==> config.mk <==
export PLATFORM = sky130hd
export DESIGN_NAME = tma_access
export DESIGN_NICKNAME = d
export VERILOG_FILES = /design/src/inc/tma_pkg.sv /design/src/rtl/tma_access.sv /design/src/rtl/tma_flag_bank.sv
export SDC_FILE = /design/constraint.sdc
export NUM_CORES = 1
export LEC_CHECK = 0
export BUFFER_PORTS_ARGS = -buffer_cell sky130_fd_sc_hd__clkbuf_2
export CORE_MARGIN = 3
export CORE_UTILIZATION = 30
export CTS_CLUSTER_SIZE = 14
export DETAILED_ROUTE_END_ITERATION = 8
export PLACE_DENSITY = 0.56
export SLEW_MARGIN = 15
export SYNTH_ARGS = -nofsm -noshare
export SYNTH_HDL_FRONTEND = slang
export SYNTH_SLANG_ARGS = --single-unit
==> constraint.sdc <==
create_clock -name clock -period 2.8 [get_ports clock]
set_input_delay 0.42 -clock clock [delete_from_list [all_inputs] [get_ports clock]]
set_output_delay 0.42 -clock clock [all_outputs]
set_load 0.02 [all_outputs]
==> src/inc/tma_pkg.sv <==
// constants for the multiplexed timer access and interrupt flag block
// assumes a byte-wide register port and one system clock
package tma_pkg;

  // ***********************************************
  // register offsets on the byte port
  // ***********************************************
  localparam logic [7:0] ADDR_FLAGS = 8'hA1;
  localparam logic [7:0] ADDR_TIM_LO = 8'hA2;
  localparam logic [7:0] ADDR_TIM_HI = 8'hA3;
  localparam logic [7:0] ADDR_OVF_LO = 8'hA4;
  localparam logic [7:0] ADDR_OVF_MID = 8'hA5;
  localparam logic [7:0] ADDR_OVF_TOP = 8'hA6;
  localparam logic [7:0] ADDR_MASK = 8'hA7;
  localparam logic [7:0] ADDR_SELECT = 8'hC3;
  localparam logic [7:0] ADDR_CONTROL = 8'h94;

  // ***********************************************
  // field layout and widths
  // ***********************************************
  localparam int BYTE_W = 8;
  localparam int TIM_W = 16;
  localparam int OVF_W = 24;
  localparam int SEL_W = 3;
  localparam int TSEL_LSB = 0;
  localparam int OSEL_LSB = 4;
  localparam int LATCH_BIT = 3;
  localparam int NUM_FLAGS = 8;
  localparam int NUM_BASE_FLAGS = 6;
  localparam logic [7:0] SELECT_RW_MASK = 8'h77;
  localparam logic [7:0] CONTROL_RW_MASK = 8'h08;
  localparam logic [7:0] BYTE_RESET = 8'h00;

  // flag bit positions
  localparam int FLAG_PER = 0;
  localparam int FLAG_CMP_A = 1;
  localparam int FLAG_CMP_B = 2;
  localparam int FLAG_OVF_PER = 3;
  localparam int FLAG_OVF_CMP_A = 4;
  localparam int FLAG_OVF_CMP_B = 5;
  localparam int FLAG_JOINT_A = 6;
  localparam int FLAG_JOINT_B = 7;

  // window target select codes
  typedef enum logic [2:0] {
    TMA_SEL_COUNT = 3'b000,
    TMA_SEL_CAPTURE = 3'b001,
    TMA_SEL_PERIOD = 3'b010,
    TMA_SEL_CMP_A = 3'b011,
    TMA_SEL_CMP_B = 3'b100
  } tma_sel_t;

endpackage

==> src/rtl/tma_access.sv <==
// byte-window access, read latching and interrupt flags of a timer
// assumes counter core supplies live values, captures and wrap pulses
module tma_access #(
  parameter bit EXTENDED = 1'b1
) (
  input wire logic clock,
  input wire logic rst_n,
  input wire logic [7:0] sfr_addr,
  input wire logic sfr_rd,
  input wire logic sfr_wr,
  input wire logic [7:0] sfr_wdata,
  output logic [7:0] sfr_rdata,
  input wire logic [15:0] upcount_value,
  input wire logic [15:0] upcount_capture,
  input wire logic [23:0] wrap_count_value,
  input wire logic [23:0] wrap_count_capture,
  input wire logic period_wrap_evt,
  input wire logic wrap_period_evt,
  output logic upcount_load,
  output logic [15:0] upcount_load_value,
  output logic wrap_load,
  output logic [23:0] wrap_load_value,
  output logic [15:0] upcount_period,
  output logic [15:0] upcount_compare_a,
  output logic [15:0] upcount_compare_b,
  output logic [23:0] wrap_count_period,
  output logic [23:0] wrap_count_compare_a,
  output logic [23:0] wrap_count_compare_b,
  output logic latch_mode,
  output logic timer_irq
);

  // ***********************************************
  // declarations
  // ***********************************************
  logic [7:0] select_reg;
  logic [7:0] timer_irq_mask;
  logic [7:0] timer_irq_flags;
  logic [15:0] tim_hold;
  logic [23:0] ovf_hold;
  logic [15:0] prev_tim;
  logic [23:0] prev_ovf;
  tma_pkg::tma_sel_t tsel;
  tma_pkg::tma_sel_t osel;
  logic rd_tim_lo;
  logic rd_ovf_lo;
  logic wr_tim;
  logic wr_ovf;
  logic tim_lane;
  logic [1:0] ovf_lane;
  logic tim_lo_count_rd;
  logic ovf_latch_now;
  logic [15:0] tim_word;
  logic [23:0] ovf_word;
  logic [7:0] next_rdata;
  logic [7:0] set_pulse;
  logic [7:0] mask_rw;
  logic tim_moved;
  logic ovf_moved;
  logic hit_a;
  logic hit_b;
  logic ovf_hit_a;
  logic ovf_hit_b;

  // ***********************************************
  // decode
  // ***********************************************
  // reserved select codes fall to the default branches below
  assign tsel = tma_pkg::tma_sel_t'(select_reg[tma_pkg::TSEL_LSB +: tma_pkg::SEL_W]);
  assign osel = tma_pkg::tma_sel_t'(select_reg[tma_pkg::OSEL_LSB +: tma_pkg::SEL_W]);
  assign rd_tim_lo = sfr_rd && (sfr_addr == tma_pkg::ADDR_TIM_LO);
  assign rd_ovf_lo = sfr_rd && (sfr_addr == tma_pkg::ADDR_OVF_LO);
  assign wr_tim = sfr_wr && (sfr_addr == tma_pkg::ADDR_TIM_LO
                             || sfr_addr == tma_pkg::ADDR_TIM_HI);
  assign wr_ovf = sfr_wr && (sfr_addr == tma_pkg::ADDR_OVF_LO
                             || sfr_addr == tma_pkg::ADDR_OVF_MID
                             || sfr_addr == tma_pkg::ADDR_OVF_TOP);
  assign tim_lane = (sfr_addr == tma_pkg::ADDR_TIM_HI);
  assign ovf_lane = sfr_addr[1:0] - tma_pkg::ADDR_OVF_LO[1:0];
  // joint mask bits only exist in the extended variant
  assign mask_rw = EXTENDED ? 8'hFF : 8'h3F;

  // ***********************************************
  // read latching
  // ***********************************************
  // timer latch trigger
  assign tim_lo_count_rd = rd_tim_lo && (tsel == tma_pkg::TMA_SEL_COUNT);
  assign ovf_latch_now = (osel == tma_pkg::TMA_SEL_COUNT)
                         && ((rd_ovf_lo && !latch_mode) || (rd_tim_lo && latch_mode));

  // holding latch for the timer count
  always_ff @(posedge clock) begin
    if (!rst_n) begin
      tim_hold <= 16'h0000;
    end else if (tim_lo_count_rd) begin
      tim_hold <= upcount_value;
    end
  end

  // holding latch for the overflow count, all three bytes at once
  always_ff @(posedge clock) begin
    if (!rst_n) begin
      ovf_hold <= 24'h00_0000;
    end else if (ovf_latch_now) begin
      ovf_hold <= wrap_count_value;
    end
  end

  // ***********************************************
  // read path
  // ***********************************************
  // timer target mux
  // count target shows the held high byte
  always_comb begin
    case (tsel)
      tma_pkg::TMA_SEL_COUNT: tim_word = {tim_hold[15:8], upcount_value[7:0]};
      tma_pkg::TMA_SEL_CAPTURE: tim_word = upcount_capture;
      tma_pkg::TMA_SEL_PERIOD: tim_word = upcount_period;
      tma_pkg::TMA_SEL_CMP_A: tim_word = upcount_compare_a;
      tma_pkg::TMA_SEL_CMP_B: tim_word = upcount_compare_b;
      default: tim_word = 16'h0000;
    endcase
  end

  // upper bytes of the count target come from the hold
  always_comb begin
    case (osel)
      tma_pkg::TMA_SEL_COUNT: begin
        // latch mode 1 already captured the low byte with the timer
        ovf_word = {ovf_hold[23:8], latch_mode ? ovf_hold[7:0] : wrap_count_value[7:0]};
      end
      tma_pkg::TMA_SEL_CAPTURE: ovf_word = wrap_count_capture;
      tma_pkg::TMA_SEL_PERIOD: ovf_word = wrap_count_period;
      tma_pkg::TMA_SEL_CMP_A: ovf_word = wrap_count_compare_a;
      tma_pkg::TMA_SEL_CMP_B: ovf_word = wrap_count_compare_b;
      default: ovf_word = 24'h00_0000;
    endcase
  end

  // byte port read mux; unmapped offsets read zero
  // every timer and overflow window
  always_comb begin
    case (sfr_addr)
      tma_pkg::ADDR_FLAGS: next_rdata = timer_irq_flags;
      tma_pkg::ADDR_TIM_LO: next_rdata = tim_word[7:0];
      tma_pkg::ADDR_TIM_HI: next_rdata = tim_word[15:8];
      tma_pkg::ADDR_OVF_LO: next_rdata = ovf_word[7:0];
      tma_pkg::ADDR_OVF_MID: next_rdata = ovf_word[15:8];
      tma_pkg::ADDR_OVF_TOP: next_rdata = ovf_word[23:16];
      tma_pkg::ADDR_MASK: next_rdata = timer_irq_mask;
      tma_pkg::ADDR_SELECT: next_rdata = select_reg;
      tma_pkg::ADDR_CONTROL: next_rdata = {4'h0, latch_mode, 3'b000};
      default: next_rdata = tma_pkg::BYTE_RESET;
    endcase
  end

  // read data stands until the next read strobe
  always_ff @(posedge clock) begin
    if (!rst_n) begin
      sfr_rdata <= tma_pkg::BYTE_RESET;
    end else if (sfr_rd) begin
      sfr_rdata <= next_rdata;
    end
  end

  // ***********************************************
  // direct registers
  // ***********************************************
  // select, control and mask; reserved bits never store
  always_ff @(posedge clock) begin
    if (!rst_n) begin
      select_reg <= tma_pkg::BYTE_RESET;
      latch_mode <= 1'b0;
      timer_irq_mask <= tma_pkg::BYTE_RESET;
    end else if (sfr_wr) begin
      if (sfr_addr == tma_pkg::ADDR_SELECT) begin
        select_reg <= sfr_wdata & tma_pkg::SELECT_RW_MASK;
      end
      if (sfr_addr == tma_pkg::ADDR_CONTROL) begin
        latch_mode <= sfr_wdata[tma_pkg::LATCH_BIT];
      end
      if (sfr_addr == tma_pkg::ADDR_MASK) begin
        timer_irq_mask <= sfr_wdata & mask_rw;
      end
    end
  end

  // ***********************************************
  // window writes
  // ***********************************************
  // timer side: one byte lane replaced; captures are read only
  // high window writes bits 15:8
  always_ff @(posedge clock) begin
    if (!rst_n) begin
      upcount_period <= 16'h0000;
      upcount_compare_a <= 16'h0000;
      upcount_compare_b <= 16'h0000;
      upcount_load <= 1'b0;
      upcount_load_value <= 16'h0000;
    end else begin
      upcount_load <= 1'b0;
      if (wr_tim) begin
        case (tsel)
          tma_pkg::TMA_SEL_COUNT: begin
            // counter lives in the core; send it a one-cycle load
            upcount_load <= 1'b1;
            upcount_load_value <= upcount_value;
            upcount_load_value[tim_lane*tma_pkg::BYTE_W +: tma_pkg::BYTE_W] <= sfr_wdata;
          end
          tma_pkg::TMA_SEL_PERIOD: begin
            upcount_period[tim_lane*tma_pkg::BYTE_W +: tma_pkg::BYTE_W] <= sfr_wdata;
          end
          tma_pkg::TMA_SEL_CMP_A: begin
            upcount_compare_a[tim_lane*tma_pkg::BYTE_W +: tma_pkg::BYTE_W] <= sfr_wdata;
          end
          tma_pkg::TMA_SEL_CMP_B: begin
            upcount_compare_b[tim_lane*tma_pkg::BYTE_W +: tma_pkg::BYTE_W] <= sfr_wdata;
          end
          default: begin
          end
        endcase
      end
    end
  end

  // overflow side: lanes 0..2 map bits 7:0, 15:8, 23:16
  // lane 0..2 write, chosen by ovf_lane
  always_ff @(posedge clock) begin
    if (!rst_n) begin
      wrap_count_period <= 24'h00_0000;
      wrap_count_compare_a <= 24'h00_0000;
      wrap_count_compare_b <= 24'h00_0000;
      wrap_load <= 1'b0;
      wrap_load_value <= 24'h00_0000;
    end else begin
      wrap_load <= 1'b0;
      if (wr_ovf) begin
        case (osel)
          tma_pkg::TMA_SEL_COUNT: begin
            wrap_load <= 1'b1;
            wrap_load_value <= wrap_count_value;
            wrap_load_value[ovf_lane*tma_pkg::BYTE_W +: tma_pkg::BYTE_W] <= sfr_wdata;
          end
          tma_pkg::TMA_SEL_PERIOD: begin
            wrap_count_period[ovf_lane*tma_pkg::BYTE_W +: tma_pkg::BYTE_W] <= sfr_wdata;
          end
          tma_pkg::TMA_SEL_CMP_A: begin
            wrap_count_compare_a[ovf_lane*tma_pkg::BYTE_W +: tma_pkg::BYTE_W] <= sfr_wdata;
          end
          tma_pkg::TMA_SEL_CMP_B: begin
            wrap_count_compare_b[ovf_lane*tma_pkg::BYTE_W +: tma_pkg::BYTE_W] <= sfr_wdata;
          end
          default: begin
          end
        endcase
      end
    end
  end

  // ***********************************************
  // event detection
  // ***********************************************
  // a compare fires only when the count arrives, not while it sits
  always_ff @(posedge clock) begin
    if (!rst_n) begin
      prev_tim <= 16'h0000;
      prev_ovf <= 24'h00_0000;
    end else begin
      prev_tim <= upcount_value;
      prev_ovf <= wrap_count_value;
    end
  end

  assign tim_moved = (upcount_value != prev_tim);
  assign ovf_moved = (wrap_count_value != prev_ovf);
  assign hit_a = tim_moved && (upcount_value == upcount_compare_a);
  assign hit_b = tim_moved && (upcount_value == upcount_compare_b);
  assign ovf_hit_a = ovf_moved && (wrap_count_value == wrap_count_compare_a);
  assign ovf_hit_b = ovf_moved && (wrap_count_value == wrap_count_compare_b);

  always_comb begin
    set_pulse = 8'h00;
    set_pulse[tma_pkg::FLAG_PER] = period_wrap_evt;
    set_pulse[tma_pkg::FLAG_CMP_A] = hit_a;
    set_pulse[tma_pkg::FLAG_CMP_B] = hit_b;
    set_pulse[tma_pkg::FLAG_OVF_PER] = wrap_period_evt;
    set_pulse[tma_pkg::FLAG_OVF_CMP_A] = ovf_hit_a;
    set_pulse[tma_pkg::FLAG_OVF_CMP_B] = ovf_hit_b;
    set_pulse[tma_pkg::FLAG_JOINT_A] = EXTENDED && hit_a
                                       && (wrap_count_value == wrap_count_compare_a);
    set_pulse[tma_pkg::FLAG_JOINT_B] = EXTENDED && hit_b
                                       && (wrap_count_value == wrap_count_compare_b);
  end

  // ***********************************************
  // flags and interrupt
  // ***********************************************
  // sticky flags, write zero to clear
  tma_flag_bank #(
    .WIDTH(tma_pkg::NUM_FLAGS)
  ) u_flags (
    .clock(clock),
    .rst_n(rst_n),
    .set_pulse(set_pulse),
    .clear_wr(sfr_wr && (sfr_addr == tma_pkg::ADDR_FLAGS)),
    .wdata(sfr_wdata),
    .flags(timer_irq_flags)
  );

  // registered request, one cycle behind the flags
  always_ff @(posedge clock) begin
    if (!rst_n) begin
      timer_irq <= 1'b0;
    end else begin
      timer_irq <= |(timer_irq_flags & timer_irq_mask);
    end
  end
endmodule

==> src/rtl/tma_flag_bank.sv <==
// sticky event flags, cleared by writing zero
// assumes set pulses and the write strobe come from the same clock
module tma_flag_bank #(
  parameter int WIDTH = 8
) (
  input wire logic clock,
  input wire logic rst_n,
  input wire logic [WIDTH-1:0] set_pulse,
  input wire logic clear_wr,
  input wire logic [WIDTH-1:0] wdata,
  output logic [WIDTH-1:0] flags
);

  // ***********************************************
  // one sticky bit per event
  // ***********************************************
  for (genvar i = 0; i < WIDTH; i++) begin : g_bit
    // set wins over a same-cycle zero write so no event is lost
    always_ff @(posedge clock) begin
      if (!rst_n) begin
        flags[i] <= 1'b0;
      end else if (set_pulse[i]) begin
        flags[i] <= 1'b1;
      end else if (clear_wr && !wdata[i]) begin
        flags[i] <= 1'b0;
      end
    end
  end

endmodule
# [Yosys cells after proc, flatten, opt, wreduce, memory -nomap -nowiden]
# Index checks and enable logic that the tools add are counted.
[word_totals] regBits=274 input_bits=102 output_inout_bits=172
[classes] n_addsub=2 n_eq_ne=23 shifts=4 mux=30 bitwise_logic=1 n_reduce_logical=60
[op_table] cell="$pmux 24 s5" count=1
[op_table] cell="$bwmux 24" count=4
[op_table] cell="$pmux 16 s5" count=1
[op_table] cell="$eq 8x8->1 const B" count=9
[op_table] cell="$pmux 8 s9" count=1
[op_table] cell="$bwmux 16" count=4
[op_table] cell="$eq 24x24->1" count=2
[op_table] cell="$neg 4->34" count=1
[op_table] cell="$neg 5->34" count=1
[op_table] cell="$shift 8x34->16 const A" count=1
[op_table] cell="$shift 8x34->24 const A" count=1
[op_table] cell="$shiftx 8x34->16" count=1
[op_table] cell="$shiftx 8x34->24" count=1
[op_table] cell="$eq 16x16->1" count=2
[op_table] cell="$reduce_and 2->1" count=13
[op_table] cell="$ne 24x24->1" count=1
[op_table] cell="$logic_and 1x1->1" count=23
[op_table] cell="$mux 1" count=18
[op_table] cell="$ne 16x16->1" count=1
[op_table] cell="$reduce_bool 2->1" count=8
[op_table] cell="$eq 3x2->1 const B" count=4
[op_table] cell="$logic_not 1->1" count=9
[op_table] cell="$and 8x8->8" count=1
[op_table] cell="$mux 8" count=1
[op_table] cell="5 further kinds" count=11

# [Longest topological paths before layout]
[logic_depth] depth_word=5 mapped_depth=11 mapped_depth_nobuf=8

# [By module]
# From an unflattened synthesis, not the netlist that was laid out.
[hier_totals] hier_cells=1516 hier_area_um2=13843.3
[by_module_without_submodules] module="tma_access" instances=1 cells_each=1484 area_each_um2=13513.0 seq_area_each_um2=5165.0
[by_module_without_submodules] module="tma_flag_bank" instances=1 cells_each=32 area_each_um2=330.3 seq_area_each_um2=160.2

# [Worst setup path after synthesis]
# Ideal clock, no wire load.
[synth_timing] path_kind="input to register" start="input port sfr_addr[0]" end="register ovf_hold[10]" setup_ns=0.125 t_arrival_ns=2.117 required_time_ns=2.675 setup_slack_ns=0.558 path_stages=11 n_path_buf=3 cell_sequence="inv_1 ha_1 inv_1 or4_1 clkbuf_1 nor2_1 o211ai_1 buf_2 buf_2 nand3_1 o21ai_0"
[synth_via] elab_chain_len=5 elab_cells_between_ends=8 classes_between="2 x eq/ne; 6 x reduce/logical"
[synth_lines] item="from (decl)" line="tma_access.sv:8" source="input wire logic [7:0] sfr_addr,"
[synth_lines] item="$eq 8x8->1 (on tied branches)" line="tma_access.sv:72, tma_access.sv:71"
[synth_lines] item="$logic_and 1x1->1 (on tied branches)" line="tma_access.sv:72, tma_access.sv:71"
[synth_lines] item="$logic_and 1x1->1" line="tma_access.sv:89" source="&& ((rd_ovf_lo && !latch_mode) || (rd_tim_lo && latch_mode));"
[synth_lines] item="$logic_or 1x1->1 (*)" line="tma_access.sv:89"
[synth_lines] item="$logic_and 1x1->1 (*)" line="tma_access.sv:89"
[synth_lines] item="to (signal assigned)" line="tma_access.sv:105" source="ovf_hold <= wrap_count_value;"
[synth_lines] item="to (decl)" line="tma_access.sv:40" source="logic [23:0] ovf_hold;"
# Every way passes the cells marked *; elsewhere a longest branch is shown, timed or not.
# A chain may end at the register's enable or synchronous reset.

# [Worst setup path after layout]
[layout_timing] start="register select_reg[2]" end="register sfr_rdata[1]"
[layout_via] elab_chain_len=3 elab_cells_between_ends=7 classes_between="4 x eq/ne; 2 x mux; 1 x reduce/logical"
[layout_lines] item="from (decl)" line="tma_access.sv:36" source="logic [7:0] select_reg;"
[layout_lines] item="from (signal assigned)" line="tma_access.sv:172" source="select_reg <= tma_pkg::BYTE_RESET;"
[layout_lines] item="from (signal assigned)" line="tma_access.sv:177" source="select_reg <= sfr_wdata & tma_pkg::SELECT_RW_MASK;"
[layout_lines] item="$eq 3x3->1 (tied with other cells)" line="tma_access.sv:115" source="case (tsel)"
[layout_lines] item="$pmux 16 s5 (*)" line="tma_access.sv:115"
[layout_lines] item="$pmux 8 s9 (*)" line="tma_access.sv:143" source="case (sfr_addr)"
[layout_lines] item="to (signal assigned)" line="tma_access.sv:160" source="sfr_rdata <= tma_pkg::BYTE_RESET;"
[layout_lines] item="to (signal assigned)" line="tma_access.sv:162" source="sfr_rdata <= next_rdata;"
[layout_lines] item="to (decl)" line="tma_access.sv:12" source="output logic [7:0] sfr_rdata,"
# Marks and branches as above.

==> flow_summary_export.csv <==
group,metric,value,unit
run_status,status,"finished clean",
global_routing,grt_pass1_wl,86120,µm
placed_design,io_buffer_count,273,
layout,multi_input_area,7475,µm²
global_routing,first_global_vias,12503,
clock_network,post_cts_buffers,0,
yosys,netlist_area,13550,µm²
sta,whs,0.06143,ns
clock_network,cts_buffers,30,
setup_path,cp-end-kind,"flop",
placed_design,gp_congestion,0.9518,
setup_path,reg2reg_slack,0.50,ns
yosys,synth_cell_type_count,70,
die,rows,77,
power_and_ir_drop,power_density,549.2,nW/µm²
sta,hold_violations,0,
sta,max_freq,0.4343,GHz
setup_path,critPathRequiredTime,3.25,ns
die,io-pin-count,274,
yosys,synth-main-ff-cell,"dfxtp_1",
yosys,yosysMostFrequentCell,"dfxtp_1",
setup_path,crit_fanout,13,
layout,syn_to_final_growth,23.05,%
power_and_ir_drop,power_frac_seq,41.9,%
yosys,ys_async_sr_fraction,0,%
layout,layout.area.seq,5326,µm²
yosys,synth_nets,1728,
layout,drive_gt1_share,23.64,%
layout,fill_cells,4566,
drt,detail-route-antenna-nets,0,
yosys,synth_common_cells,"266 x dfxtp_1, 158 x nand2_1, 146 x nor2_1",
sta,rsz0062_at_grt,"no",
drt,drc,0,
global_routing,grtUsageTotal,24.13,%
sta,skew,0.01533,ns
global_routing,antenna_found_initial,1,
power_and_ir_drop,p_leak,6.690,nW
placed_design,placed_cell_area,15530,µm²
drt,wl_per_cell,24.44,µm
power_and_ir_drop,pwr-share-clk,50.1,%
yosys,synth_area_leaders,"dfxtp_1 39%, mux2i_1 7.0%, nand3_1 5.2%",
die,fp.dieH,218.5,µm
hold_path,hp-class,"in -> reg",
drt,wl,59850,µm
power_and_ir_drop,internal_power,0.006907,W
clock_network,htreeDepth,1,
power_and_ir_drop,power,0.009158,W
sta,final.setup.tns,0,ns
yosys,synth_area_leader_cell,"dfxtp_1",
layout,finalInstanceArea,16680,µm²
power_and_ir_drop,ir_worst_vdd,0.4325,mV
sta,worst_pin_slew,0.7786,ns
clock_network,clockBufferDepth,3,
clock_network,cts_root_buffer,"clkbuf_16",
yosys,ys_seq_elements,266,
setup_path,cp.arrival,2.75,ns
yosys,ys_seq_area_share,39.29,%
die,start_util,30.51,%
drt,drt-initial-drc-count,1477,
global_routing,overflow,0,
placed_design,dp_hpwl,45210,µm
drt,drt-vias-per-instance,5.403,
sta,min_period_over_period,82.24,%
global_routing,grt_max_degree,97,
drt,drtPass1Iterations,5,
yosys,synth_top_area_share,39.29,%
sta,setup_viol,0,
drt,dr_total_vias,13231,
die,core_area,44410,µm²
yosys,syn_inst,1621,
sta,fin_crit,2.303,ns
yosys,avgSynthCellArea,8.360,µm²
layout,num-nets-final,1940,
clock_network,ctsHoldBuffers,0,
layout,diodes,0,
die,die_area,47760,µm²
setup_path,crit_path_start_kind,"flop",
setup_path,critical_path_class,"reg -> reg",
clock_network,cts_sinks,266,
sta,maxSlewHeadroom,47.99,%
sta,slew_viol_final,0,
job,cap_violations,0,
clock_network,cts-resized-gates,0,
power_and_ir_drop,p_comb_share,8.0,%
clock_network,worstSkewPairLatency,0.58,ns
die,die_width,218.5,µm
clock_network,clk_pin_slew,0.06,ns
yosys,synth-edff-count,0,
clock_network,cts_tree,"built",
power_and_ir_drop,power.net_switching,0.002251,W
power_and_ir_drop,p_sw_share,24.58,%
yosys,ys_warn_count,0,
layout,final_core_util,37.55,%
## through the flow
step | std cells | setup slack, ns
CTS | 2449 | 0.5431
global placement | 2393 | 0.2643
floorplan | 1621 | 0.5583
finish | 2449 | 0.4973
detailed placement | 2393 | 0.2164
global route | 2449 | 0.3673
## layout make-up
cell class,instances,share of cell area (%)
clock buffers,37,5.027
clock inverters,19,1.846
inverters,37,0.8403
multi-input cells,1170,44.82
flip-flops and latches,266,31.94
well taps,592,4.442
repair buffers,328,11.08
## routing by layer
metal  GRT usage (%)  vias to the layer above  part of all wire (%)
met2           37.56                      566                    44
met5               0                        -                 0.022
met4           7.436                        2                   3.1
li1                -                     6144                     -
met3           4.964                       95                   8.3
met1           33.54                     6424                    44
## kinds of logic (layout without fill, tap and decap cells)
group | after synthesis | count (layout) | share of synthesized area (%)
fa+ha+maj | 5 | 5 | 0.4616
xor+xnor | 120 | 120 | 7.755
compound gates | 332 | 332 | 16.21
buf+inv | 185 | 421 | 5.613
flops | 266 | 266 | 39.29
mux | 116 | 116 | 9.011
simple gates | 597 | 597 | 21.65
## worst max-delay path: stages (launching register included)
cell and delay (ns):
dfxtp_1 0.66, buf_4 0.27, mux2i_1 0.24, o32ai_1 0.12, a221oi_1 0.43, o22ai_1 0.14
a31oi_1 0.21, a211oi_1 0.11
## layout by cell type (no fill, tap or decap), drive strengths merged, types with 48 or more instances in the layout
| cell | netlist | layout |
|---|---|---|
| a21oi | 53 | 53 |
| nand3 | 141 | 141 |
| xnor2 | 72 | 72 |
| buf | 49 | 56 |
| dfxtp | 266 | 266 |
| clkbuf | 99 | 309 |
| mux2i | 95 | 95 |
| o21ai | 122 | 122 |
| nand2 | 165 | 165 |
| nor2 | 146 | 146 |
| xor2 | 48 | 48 |
## power by group through the flow
stage                     Clock [W]  Combinational [W]  Sequential (W)
after floorplan                   0           0.000375         0.00392
after global placement            0           0.000716         0.00392
after detailed placement          0           0.000717         0.00392
after CTS                   0.00462           0.000721         0.00384
after global routing        0.00476           0.000778         0.00384
final                       0.00459           0.000734         0.00384
## final timing paths
path,start,to,cells past startpoint
worst min register to register,ovf_hold[8],ovf_hold[8],2
worst max register to register,select_reg[2],sfr_rdata[1],7
worst min-delay path,period_wrap_evt,u_flags.flags[0],3
worst max-delay path,select_reg[2],sfr_rdata[1],7
(Power assumes the default switching activity.)
